<file path="config.mk">
export PLATFORM = sky130hd
export DESIGN_NAME = gfp_regs
export DESIGN_NICKNAME = d
export VERILOG_FILES = /design/src/gfp_pkg.sv /design/src/gfp_port.sv /design/src/gfp_pwm.sv /design/src/gfp_regs.sv
export VERILOG_INCLUDE_DIRS = /design/src /design/src/src
export SDC_FILE = /design/constraint.sdc
export NUM_CORES = 1
export LEC_CHECK = 0
export BUFFER_PORTS_ARGS = -buffer_cell sky130_fd_sc_hd__buf_2
export CORE_MARGIN = 4
export CORE_UTILIZATION = 45
export CTS_CLUSTER_DIAMETER = 120
export CTS_CLUSTER_SIZE = 25
export DETAILED_ROUTE_END_ITERATION = 8
export PLACE_DENSITY = 0.77
export SYNTH_ARGS = -nofsm -noshare
export SYNTH_HDL_FRONTEND = slang
export SYNTH_SLANG_ARGS = --single-unit
</file>
<file path="constraint.sdc">
create_clock -name core_clk -period 2.9 [get_ports core_clk]
set_input_delay 0.435 -clock core_clk [delete_from_list [all_inputs] [get_ports core_clk]]
set_output_delay 0.435 -clock core_clk [all_outputs]
set_load 0.005 [all_outputs]
</file>
<file path="src/gfp_params.svh">
// Constants of the port data and fan PWM register slice
// Function
// Port 1 data bits 0-7, reset 00
// Port 2 data; bit 3 reserved, no pin
// Port 3 bits 2,3 also clear on main resets
// Port 4 data bits 0-3; 7:4 reserved
// Port 5 bit 3 also clears on main resets
// Port 6 data bits 0-1; 7:2 reserved
// Offsets 51 to 55 read zero
// Fan one: bit0 forces high, else PWM
// Fan two: bit0 forces high, else PWM
// Duty 0 low, 32 half, 63 is 63:1
// Fan one bit 7 selects its frequency
// Fan two bit 7 selects its frequency
// Control bit 2 doubles fan one frequency
// Control bit 3 doubles fan two frequency
// Multiplier one doubles, zero leaves speed
// PWM period is 64 slots, duty high
// Input pins read level; writes drive outputs
`ifndef GFP_PARAMS_SVH
`define GFP_PARAMS_SVH

// ----------------------------------------------------------------
// Register indices (byte address is four times the index)
// ----------------------------------------------------------------
`define GFP_IDX_PORT1 7'h4B
`define GFP_IDX_PORT2 7'h4C
`define GFP_IDX_PORT3 7'h4D
`define GFP_IDX_PORT4 7'h4E
`define GFP_IDX_PORT5 7'h4F
`define GFP_IDX_PORT6 7'h50
`define GFP_IDX_RSVD_LO 7'h51
`define GFP_IDX_RSVD_HI 7'h55
`define GFP_IDX_FAN_ONE 7'h56
`define GFP_IDX_FAN_TWO 7'h57
`define GFP_IDX_FAN_CTRL 7'h58

// ----------------------------------------------------------------
// Reset values
// ----------------------------------------------------------------
`define GFP_RST_PORT 8'h00
`define GFP_RST_FAN 8'h00
`define GFP_RST_FAN_CTRL 8'h50

// ----------------------------------------------------------------
// Pin masks and main-reset clear masks per port
// ----------------------------------------------------------------
`define GFP_MASK_PORT1 8'hFF
`define GFP_MASK_PORT2 8'hF7
`define GFP_MASK_PORT3 8'hFF
`define GFP_MASK_PORT4 8'h0F
`define GFP_MASK_PORT5 8'hFF
`define GFP_MASK_PORT6 8'h03
`define GFP_CLR_NONE 8'h00
`define GFP_CLR_PORT3 8'h0C
`define GFP_CLR_PORT5 8'h08

// ----------------------------------------------------------------
// Field positions
// ----------------------------------------------------------------
`define GFP_FAN_FORCE_BIT 0
`define GFP_FAN_DUTY_LSB 1
`define GFP_FAN_DUTY_MSB 6
`define GFP_FAN_CLKSEL_BIT 7
`define GFP_CTRL_SRC_ONE_BIT 0
`define GFP_CTRL_SRC_TWO_BIT 1
`define GFP_CTRL_DBL_ONE_BIT 2
`define GFP_CTRL_DBL_TWO_BIT 3

// ----------------------------------------------------------------
// Slot divider defaults, indexed by {source, clock select}
// ----------------------------------------------------------------
`define GFP_DIV_00 16'h0400
`define GFP_DIV_01 16'h0200
`define GFP_DIV_10 16'h0100
`define GFP_DIV_11 16'h0080

`endif

</file>
<file path="src/gfp_pkg.sv">
// Types shared by the register slice and its sub-blocks
package gfp_pkg;

  // ----------------------------------------------------------------
  // Pin carriers
  // ----------------------------------------------------------------
  typedef struct packed {
    logic [7:0] dir_in;
    logic [7:0] level;
  } gfp_pin_in_t;

  typedef struct packed {
    logic [7:0] drive;
    logic [7:0] oe;
  } gfp_pin_out_t;

  // ----------------------------------------------------------------
  // Fan setting carrier
  // ----------------------------------------------------------------
  typedef struct packed {
    logic force_hi;
    logic [5:0] duty;
    logic [1:0] div_sel;
    logic dbl;
  } gfp_fan_cfg_t;

  // ----------------------------------------------------------------
  // Bus answer states
  // ----------------------------------------------------------------
  typedef enum logic [0:0] {
    GFP_IDLE = 1'b0,
    GFP_ACK = 1'b1
  } gfp_bus_state_t;

endpackage : gfp_pkg

</file>
<file path="src/gfp_port.sv">
// One eight-bit port data register with its pins
`include "gfp_params.svh"

module gfp_port #(
  parameter logic [7:0] PIN_MASK = 8'hFF,
  parameter logic [7:0] MAIN_CLR = 8'h00
) (
  // Clock and resets
  input wire logic core_clk,
  input wire logic rstn,
  input wire logic main_clr,
  // Register access
  input wire logic wr_en,
  input wire logic [7:0] wdata,
  output logic [7:0] rdata,
  // Pins
  input wire gfp_pkg::gfp_pin_in_t pins_in,
  output gfp_pkg::gfp_pin_out_t pins_out
);
  import gfp_pkg::*;

  logic [7:0] data_q;
  logic [7:0] data_d;
  logic [7:0] drive_q;
  logic [7:0] oe_q;
  logic [7:0] oe_d;
  logic [7:0] sense;

  // ----------------------------------------------------------------
  // Next value: write, then main-supply or host-bus clear
  // ----------------------------------------------------------------
  wire logic [7:0] written = wr_en ? (wdata & PIN_MASK) : data_q;
  assign data_d = main_clr ? (written & ~MAIN_CLR) : written;
  assign oe_d = ~pins_in.dir_in & PIN_MASK;

  // Input pins read their level, output pins read the latch
  assign sense = (pins_in.dir_in & pins_in.level) | (~pins_in.dir_in & data_q);
  assign rdata = sense & PIN_MASK;
  assign pins_out.drive = drive_q;
  assign pins_out.oe = oe_q;

  // ----------------------------------------------------------------
  // Registers, standby power-on reset
  // ----------------------------------------------------------------
  always_ff @(posedge core_clk or negedge rstn)
  begin
    if (!rstn)
    begin
      data_q <= `GFP_RST_PORT;
      drive_q <= 8'h00;
      oe_q <= 8'h00;
    end
    else
    begin
      data_q <= data_d;
      drive_q <= data_d & PIN_MASK;
      oe_q <= oe_d;
    end
  end

endmodule : gfp_port

</file>
<file path="src/gfp_pwm.sv">
// Sixty-four slot fan PWM generator
`include "gfp_params.svh"

module gfp_pwm #(
  parameter logic [15:0] DIV_00 = `GFP_DIV_00,
  parameter logic [15:0] DIV_01 = `GFP_DIV_01,
  parameter logic [15:0] DIV_10 = `GFP_DIV_10,
  parameter logic [15:0] DIV_11 = `GFP_DIV_11
) (
  // Clock and reset
  input wire logic core_clk,
  input wire logic rstn,
  // Setting
  input wire gfp_pkg::gfp_fan_cfg_t cfg,
  // Fan pin
  output logic fan_out
);
  import gfp_pkg::*;

  logic [15:0] tick_q;
  logic [15:0] tick_d;
  logic [5:0] slot_q;
  logic [5:0] slot_d;
  logic out_q;
  logic out_d;

  // ----------------------------------------------------------------
  // Slot length from source, clock select and multiplier
  // ----------------------------------------------------------------
  wire logic [15:0] base = (cfg.div_sel == 2'b00) ? DIV_00 :
                           (cfg.div_sel == 2'b01) ? DIV_01 :
                           (cfg.div_sel == 2'b10) ? DIV_10 : DIV_11;
  wire logic [15:0] slot_len = cfg.dbl ? {1'b0, base[15:1]} : base;
  wire logic slot_end = (tick_q >= slot_len - 16'h0001);

  assign tick_d = slot_end ? 16'h0000 : tick_q + 16'h0001;
  assign slot_d = slot_end ? slot_q + 6'h01 : slot_q;
  // High while the slot is below the duty count: 0 never, 63 leaves one low
  assign out_d = cfg.force_hi | (slot_d < cfg.duty);
  assign fan_out = out_q;

  always_ff @(posedge core_clk or negedge rstn)
  begin
    if (!rstn)
    begin
      tick_q <= 16'h0000;
      slot_q <= 6'h00;
      out_q <= 1'b0;
    end
    else
    begin
      tick_q <= tick_d;
      slot_q <= slot_d;
      out_q <= out_d;
    end
  end

endmodule : gfp_pwm

</file>
<file path="src/gfp_regs.sv">
// Port data and fan PWM register slice with Avalon-MM slave
//
// Decided for this implementation: the Avalon-MM register port.
`include "gfp_params.svh"

module gfp_regs #(
  parameter logic [15:0] DIV_00 = `GFP_DIV_00,
  parameter logic [15:0] DIV_01 = `GFP_DIV_01,
  parameter logic [15:0] DIV_10 = `GFP_DIV_10,
  parameter logic [15:0] DIV_11 = `GFP_DIV_11
) (
  // Clock and standby power-on reset
  input wire logic core_clk,
  input wire logic rstn,
  // Main-supply power-on reset and host bus reset
  input wire logic main_por_n,
  input wire logic host_bus_rst_n,
  // Avalon-MM slave
  input wire logic [8:0] address,
  input wire logic read,
  input wire logic write,
  input wire logic [31:0] writedata,
  input wire logic [3:0] byteenable,
  output logic [31:0] readdata,
  output logic waitrequest,
  // Port pins
  input wire gfp_pkg::gfp_pin_in_t port1_pins_in,
  input wire gfp_pkg::gfp_pin_in_t port2_pins_in,
  input wire gfp_pkg::gfp_pin_in_t port3_pins_in,
  input wire gfp_pkg::gfp_pin_in_t port4_pins_in,
  input wire gfp_pkg::gfp_pin_in_t port5_pins_in,
  input wire gfp_pkg::gfp_pin_in_t port6_pins_in,
  output gfp_pkg::gfp_pin_out_t port1_pins_out,
  output gfp_pkg::gfp_pin_out_t port2_pins_out,
  output gfp_pkg::gfp_pin_out_t port3_pins_out,
  output gfp_pkg::gfp_pin_out_t port4_pins_out,
  output gfp_pkg::gfp_pin_out_t port5_pins_out,
  output gfp_pkg::gfp_pin_out_t port6_pins_out,
  // Fan pins
  output logic fan_one_output,
  output logic fan_two_output
);
  import gfp_pkg::*;

  // ----------------------------------------------------------------
  // Declarations
  // ----------------------------------------------------------------
  gfp_bus_state_t state_q;
  gfp_bus_state_t state_d;
  logic waitrequest_q;
  logic waitrequest_d;
  logic [31:0] readdata_q;
  logic [31:0] readdata_d;
  logic [7:0] fan_one_q;
  logic [7:0] fan_one_d;
  logic [7:0] fan_two_q;
  logic [7:0] fan_two_d;
  logic [7:0] fan_ctrl_q;
  logic [7:0] fan_ctrl_d;
  logic [7:0] rd_port1;
  logic [7:0] rd_port2;
  logic [7:0] rd_port3;
  logic [7:0] rd_port4;
  logic [7:0] rd_port5;
  logic [7:0] rd_port6;
  logic [7:0] rd_byte;
  gfp_fan_cfg_t fan_one_cfg;
  gfp_fan_cfg_t fan_two_cfg;

  // ----------------------------------------------------------------
  // Address decode
  // ----------------------------------------------------------------
  wire logic [6:0] idx = address[8:2];
  wire logic req = read | write;
  // A write lands at the edge where waitrequest is seen low
  wire logic commit = (state_q == GFP_ACK) & write & byteenable[0];
  wire logic hit_port1 = (idx == `GFP_IDX_PORT1);
  wire logic hit_port2 = (idx == `GFP_IDX_PORT2);
  wire logic hit_port3 = (idx == `GFP_IDX_PORT3);
  wire logic hit_port4 = (idx == `GFP_IDX_PORT4);
  wire logic hit_port5 = (idx == `GFP_IDX_PORT5);
  wire logic hit_port6 = (idx == `GFP_IDX_PORT6);
  wire logic hit_fan_one = (idx == `GFP_IDX_FAN_ONE);
  wire logic hit_fan_two = (idx == `GFP_IDX_FAN_TWO);
  wire logic hit_fan_ctrl = (idx == `GFP_IDX_FAN_CTRL);
  wire logic wr_port1 = commit & hit_port1;
  wire logic wr_port2 = commit & hit_port2;
  wire logic wr_port3 = commit & hit_port3;
  wire logic wr_port4 = commit & hit_port4;
  wire logic wr_port5 = commit & hit_port5;
  wire logic wr_port6 = commit & hit_port6;
  wire logic [7:0] wbyte = writedata[7:0];

  // Main-supply and host bus resets clear selected port bits
  wire logic main_clr = ~main_por_n | ~host_bus_rst_n;

  // ----------------------------------------------------------------
  // Read multiplexer; reserved and unmapped offsets read zero
  // ----------------------------------------------------------------
  assign rd_byte = hit_port1 ? rd_port1 :
                   hit_port2 ? rd_port2 :
                   hit_port3 ? rd_port3 :
                   hit_port4 ? rd_port4 :
                   hit_port5 ? rd_port5 :
                   hit_port6 ? rd_port6 :
                   hit_fan_one ? fan_one_q :
                   hit_fan_two ? fan_two_q :
                   hit_fan_ctrl ? fan_ctrl_q : 8'h00;
  assign readdata_d = (state_q == GFP_IDLE && read) ? {24'h000000, rd_byte} : readdata_q;

  // ----------------------------------------------------------------
  // Bus answer: one wait cycle, then a single ready cycle
  // ----------------------------------------------------------------
  always_comb
  begin
    case (state_q)
      GFP_IDLE:
      begin
        state_d = req ? GFP_ACK : GFP_IDLE;
      end
      GFP_ACK:
      begin
        state_d = GFP_IDLE;
      end
      default:
      begin
        state_d = GFP_IDLE;
      end
    endcase
  end

  // Registered so the answer leaves a flip-flop directly
  assign waitrequest_d = (state_d != GFP_ACK);
  assign waitrequest = waitrequest_q;
  assign readdata = readdata_q;

  always_ff @(posedge core_clk or negedge rstn)
  begin
    if (!rstn)
    begin
      state_q <= GFP_IDLE;
      waitrequest_q <= 1'b1;
      readdata_q <= 32'h00000000;
    end
    else
    begin
      state_q <= state_d;
      waitrequest_q <= waitrequest_d;
      readdata_q <= readdata_d;
    end
  end

  // ----------------------------------------------------------------
  // Fan registers
  // ----------------------------------------------------------------
  assign fan_one_d = (commit & hit_fan_one) ? wbyte : fan_one_q;
  assign fan_two_d = (commit & hit_fan_two) ? wbyte : fan_two_q;
  assign fan_ctrl_d = (commit & hit_fan_ctrl) ? wbyte : fan_ctrl_q;

  always_ff @(posedge core_clk or negedge rstn)
  begin
    if (!rstn)
    begin
      fan_one_q <= `GFP_RST_FAN;
      fan_two_q <= `GFP_RST_FAN;
      fan_ctrl_q <= `GFP_RST_FAN_CTRL;
    end
    else
    begin
      fan_one_q <= fan_one_d;
      fan_two_q <= fan_two_d;
      fan_ctrl_q <= fan_ctrl_d;
    end
  end

  // ----------------------------------------------------------------
  // Fan settings
  // ----------------------------------------------------------------
  assign fan_one_cfg.force_hi = fan_one_q[`GFP_FAN_FORCE_BIT];
  assign fan_one_cfg.duty = fan_one_q[`GFP_FAN_DUTY_MSB:`GFP_FAN_DUTY_LSB];
  assign fan_one_cfg.div_sel = {fan_ctrl_q[`GFP_CTRL_SRC_ONE_BIT],
                                fan_one_q[`GFP_FAN_CLKSEL_BIT]};
  assign fan_one_cfg.dbl = fan_ctrl_q[`GFP_CTRL_DBL_ONE_BIT];
  assign fan_two_cfg.force_hi = fan_two_q[`GFP_FAN_FORCE_BIT];
  assign fan_two_cfg.duty = fan_two_q[`GFP_FAN_DUTY_MSB:`GFP_FAN_DUTY_LSB];
  assign fan_two_cfg.div_sel = {fan_ctrl_q[`GFP_CTRL_SRC_TWO_BIT],
                                fan_two_q[`GFP_FAN_CLKSEL_BIT]};
  assign fan_two_cfg.dbl = fan_ctrl_q[`GFP_CTRL_DBL_TWO_BIT];

  // ----------------------------------------------------------------
  // Fan generators
  // ----------------------------------------------------------------
  gfp_pwm #(
    .DIV_00(DIV_00),
    .DIV_01(DIV_01),
    .DIV_10(DIV_10),
    .DIV_11(DIV_11)
  ) u_fan_one (
    .core_clk(core_clk),
    .rstn(rstn),
    .cfg(fan_one_cfg),
    .fan_out(fan_one_output)
  );

  gfp_pwm #(
    .DIV_00(DIV_00),
    .DIV_01(DIV_01),
    .DIV_10(DIV_10),
    .DIV_11(DIV_11)
  ) u_fan_two (
    .core_clk(core_clk),
    .rstn(rstn),
    .cfg(fan_two_cfg),
    .fan_out(fan_two_output)
  );

  // ----------------------------------------------------------------
  // Port data registers
  // ----------------------------------------------------------------
  gfp_port #(
    .PIN_MASK(`GFP_MASK_PORT1),
    .MAIN_CLR(`GFP_CLR_NONE)
  ) u_port1 (
    .core_clk(core_clk),
    .rstn(rstn),
    .main_clr(main_clr),
    .wr_en(wr_port1),
    .wdata(wbyte),
    .rdata(rd_port1),
    .pins_in(port1_pins_in),
    .pins_out(port1_pins_out)
  );

  gfp_port #(
    .PIN_MASK(`GFP_MASK_PORT2),
    .MAIN_CLR(`GFP_CLR_NONE)
  ) u_port2 (
    .core_clk(core_clk),
    .rstn(rstn),
    .main_clr(main_clr),
    .wr_en(wr_port2),
    .wdata(wbyte),
    .rdata(rd_port2),
    .pins_in(port2_pins_in),
    .pins_out(port2_pins_out)
  );

  gfp_port #(
    .PIN_MASK(`GFP_MASK_PORT3),
    .MAIN_CLR(`GFP_CLR_PORT3)
  ) u_port3 (
    .core_clk(core_clk),
    .rstn(rstn),
    .main_clr(main_clr),
    .wr_en(wr_port3),
    .wdata(wbyte),
    .rdata(rd_port3),
    .pins_in(port3_pins_in),
    .pins_out(port3_pins_out)
  );

  gfp_port #(
    .PIN_MASK(`GFP_MASK_PORT4),
    .MAIN_CLR(`GFP_CLR_NONE)
  ) u_port4 (
    .core_clk(core_clk),
    .rstn(rstn),
    .main_clr(main_clr),
    .wr_en(wr_port4),
    .wdata(wbyte),
    .rdata(rd_port4),
    .pins_in(port4_pins_in),
    .pins_out(port4_pins_out)
  );

  gfp_port #(
    .PIN_MASK(`GFP_MASK_PORT5),
    .MAIN_CLR(`GFP_CLR_PORT5)
  ) u_port5 (
    .core_clk(core_clk),
    .rstn(rstn),
    .main_clr(main_clr),
    .wr_en(wr_port5),
    .wdata(wbyte),
    .rdata(rd_port5),
    .pins_in(port5_pins_in),
    .pins_out(port5_pins_out)
  );

  gfp_port #(
    .PIN_MASK(`GFP_MASK_PORT6),
    .MAIN_CLR(`GFP_CLR_NONE)
  ) u_port6 (
    .core_clk(core_clk),
    .rstn(rstn),
    .main_clr(main_clr),
    .wr_en(wr_port6),
    .wdata(wbyte),
    .rdata(rd_port6),
    .pins_in(port6_pins_in),
    .pins_out(port6_pins_out)
  );

endmodule : gfp_regs

</file>
==> run metrics <==
layout cells sized above 1=0.3848; synthesized flop and latch total=154; Post-synth ARST share=1.000; CP Class=reg -> reg; most common cell after layout, fill and taps aside=buf_2; H-tree depth=4; setup violators final=2; post-route setup slack=-0.3062 ns; post-synthesis sequential area ratio=0.5134; peak supply drop=0.4552 mV; R2R Setup Slk=-0.31 ns; DIE WIDTH=137.2 um; I/O Buffers=180; via count=5688; gr ovfl total=0; min Tclk post-route=3.206 ns; largest net degree at the start of global routing=57; Synth Instances=672; power per cell area=576.5 nW/um2; P&R area growth vs syn=26.39%; fmax=0.3119 GHz; Top Registers=u_fan_one.tick_q: 16 flops, u_fan_two.tick_q: 16 flops; ant diodes=0; CTS tree=done; Starting Density=0.4662; Final Net Count=1066; clk root buf=clkbuf_16; I/O Pins=278; row cnt=46; RSZ-0062 raised after global routing=true; Main synth FF type=dfrtp_1; Synthesis Warnings=0; global-route wire length before repair=28680 um; CTS max path bufs=2; actual slew at the worst max-slew pin=0.6654 ns; DRC viols=0; Setup TNS=-0.3767 ns; core area=16120 um2; gr usage total=0.1956; Detailed Routing Iterations Pass 1=5; DRT antenna net count=0; most frequent cells in the layout=179 x buf_2, 151 x dfrtp_1, 69 x mux2_2; EDFF count, synth=0; Avg Cell Area, Syn=11.18 um2; via/cell ratio=5.065; initial antenna violation count=0; Synth Cell Area=7513 um2; Worst Setup SP=fan_ctrl_q[2]; Hold Slack=0.1671 ns; clock-pin slew on the worst setup and hold paths=0.07 ns; Worst-Skew Late Latency=0.43 ns; post-DP HPWL=14130 um; final RePlAce weighted congestion=0.8095; hold_sp=port2_pins_in[12]; leakage power=4.950 nW; Rel. slew slack=0.5564; status=finished, violations left; Max Slew Vio Count=0; Initial DRC Count=369; Arr. time, crit path=3.54 ns; HP Class=in -> reg; CP max FO=6; Startpoint Class=flop; Avg WL per Cell=16.71 um; Worst setup EP type=flop; TritonCTS Buffers=17; die area=18830 um2; Max Cap Viol=0; fin crit share=1.106; failing checks=setup timing; Sink Count=154; routed wire length=18770 um; final hold vios=0; Setup Skew=0.007805 ns; Die H=137.2 um; pre-CTS setup slack=-0.3974 ns; worst reg2reg path startpoint=fan_ctrl_q[2]; Netlist cell types=57; number of global-route vias before repair=5669; Worst Path Required=3.24 ns
critical path, cell delays in order (launching register included):
cell and delay, ns:
dfrtp_1 0.41, xor2_1 0.16, nand2_1 0.07, ha_2 0.19
xnor2_2 0.14, ha_1 0.31, nand2_2 0.11, nor2_2 0.05
or3_4 0.42, nand4_1 0.17, xnor2_2 0.14, ha_1 0.27
and4b_1 0.18, o211ai_1 0.16, nor2_1 0.12, a211oi_2 0.23
synth_stat cells, types with 6 or more instances:
| master | count | area share |
|---|---|---|
| xor2_1 | 11 | 0.013 |
| nor2_1 | 39 | 0.019 |
| buf_2 | 6 | 0.0040 |
| dfrtp_1 | 151 | 0.50 |
| mux2_2 | 69 | 0.10 |
| nor3_1 | 10 | 0.0067 |
| and3_1 | 8 | 0.0067 |
| mux2i_1 | 25 | 0.033 |
| nand4_1 | 6 | 0.0050 |
| nand2_1 | 49 | 0.024 |
| xnor2_1 | 20 | 0.023 |
| ha_1 | 25 | 0.042 |
| o21ai_0 | 18 | 0.012 |
| inv_1 | 57 | 0.028 |
| buf_4 | 47 | 0.047 |
| a21oi_1 | 22 | 0.015 |
| nand3_1 | 14 | 0.0093 |
| or3_1 | 9 | 0.0075 |
layer usage:
metal	global-route usage	vias up	part of all wire
li1	-	2671	-
met1	0.2609	2793	0.42
met2	0.3174	198	0.49
met3	0.05004	26	0.066
met4	0.05599	0	0.014
met5	0	-	0
per-stage QoR:
step	cell area (um2)	cells	total power, mW	utilization
detailed placement	8665	1081	3.083	0.5377
CTS	9410	1120	5.448	0.5839
global route	9497	1123	5.717	0.5893
floorplan	7732	723	2.821	-
global placement	8665	1081	3.062	0.5377
finish	9497	1123	5.475	0.5893
area by class of cell:
cell class,count,area (um2)
clock buffer,21,450.4
clock inverter,11,170.2
fill,1309,6619
inverter,57,214.0
multi-input combinational,453,3372
sequential,154,3857
tap,216,270.3
timing repair buffer,211,1162
power by group:
| group | switching [mW] | leakage (nW) | internal, mW |
|---|---|---|---|
| clock network | 0.877 | 0.294 | 1.46 |
| registers | 0.0787 | 1.97 | 2.27 |
| logic | 0.399 | 2.69 | 0.384 |
timing repair:
action | 4_1_cts | 5_1_grt
resized for setup | 14 | 12
setup buffers | 6 | 4
hold buffers | 1 | 0
pin swaps | 20 | 25
endpoints found under the hold margin | 36 | 0
gates cloned | 0 | 0
setup endpoints to repair | 2 | 2
kinds of logic after synthesis:
group | synth area share
other cells | 0.0009995
compound gates | 0.07927
xor+xnor | 0.03614
mux | 0.1367
simple gates | 0.1092
fa+ha+maj | 0.04163
flops | 0.5134
buf+inv | 0.08260
path summary, 6_finish.rpt:
path	endpoint	depth (start not counted)
max reg2reg	u_fan_one.fan_out	15
max in group asynchronous	fan_ctrl_q[4]	3
min reg2reg	u_fan_one.slot_q[5]	1
max	u_fan_one.fan_out	15
min	u_port2.oe_q[4]	2
min in group asynchronous	u_port5.oe_q[4]	2
(Power assumes the default switching activity.)
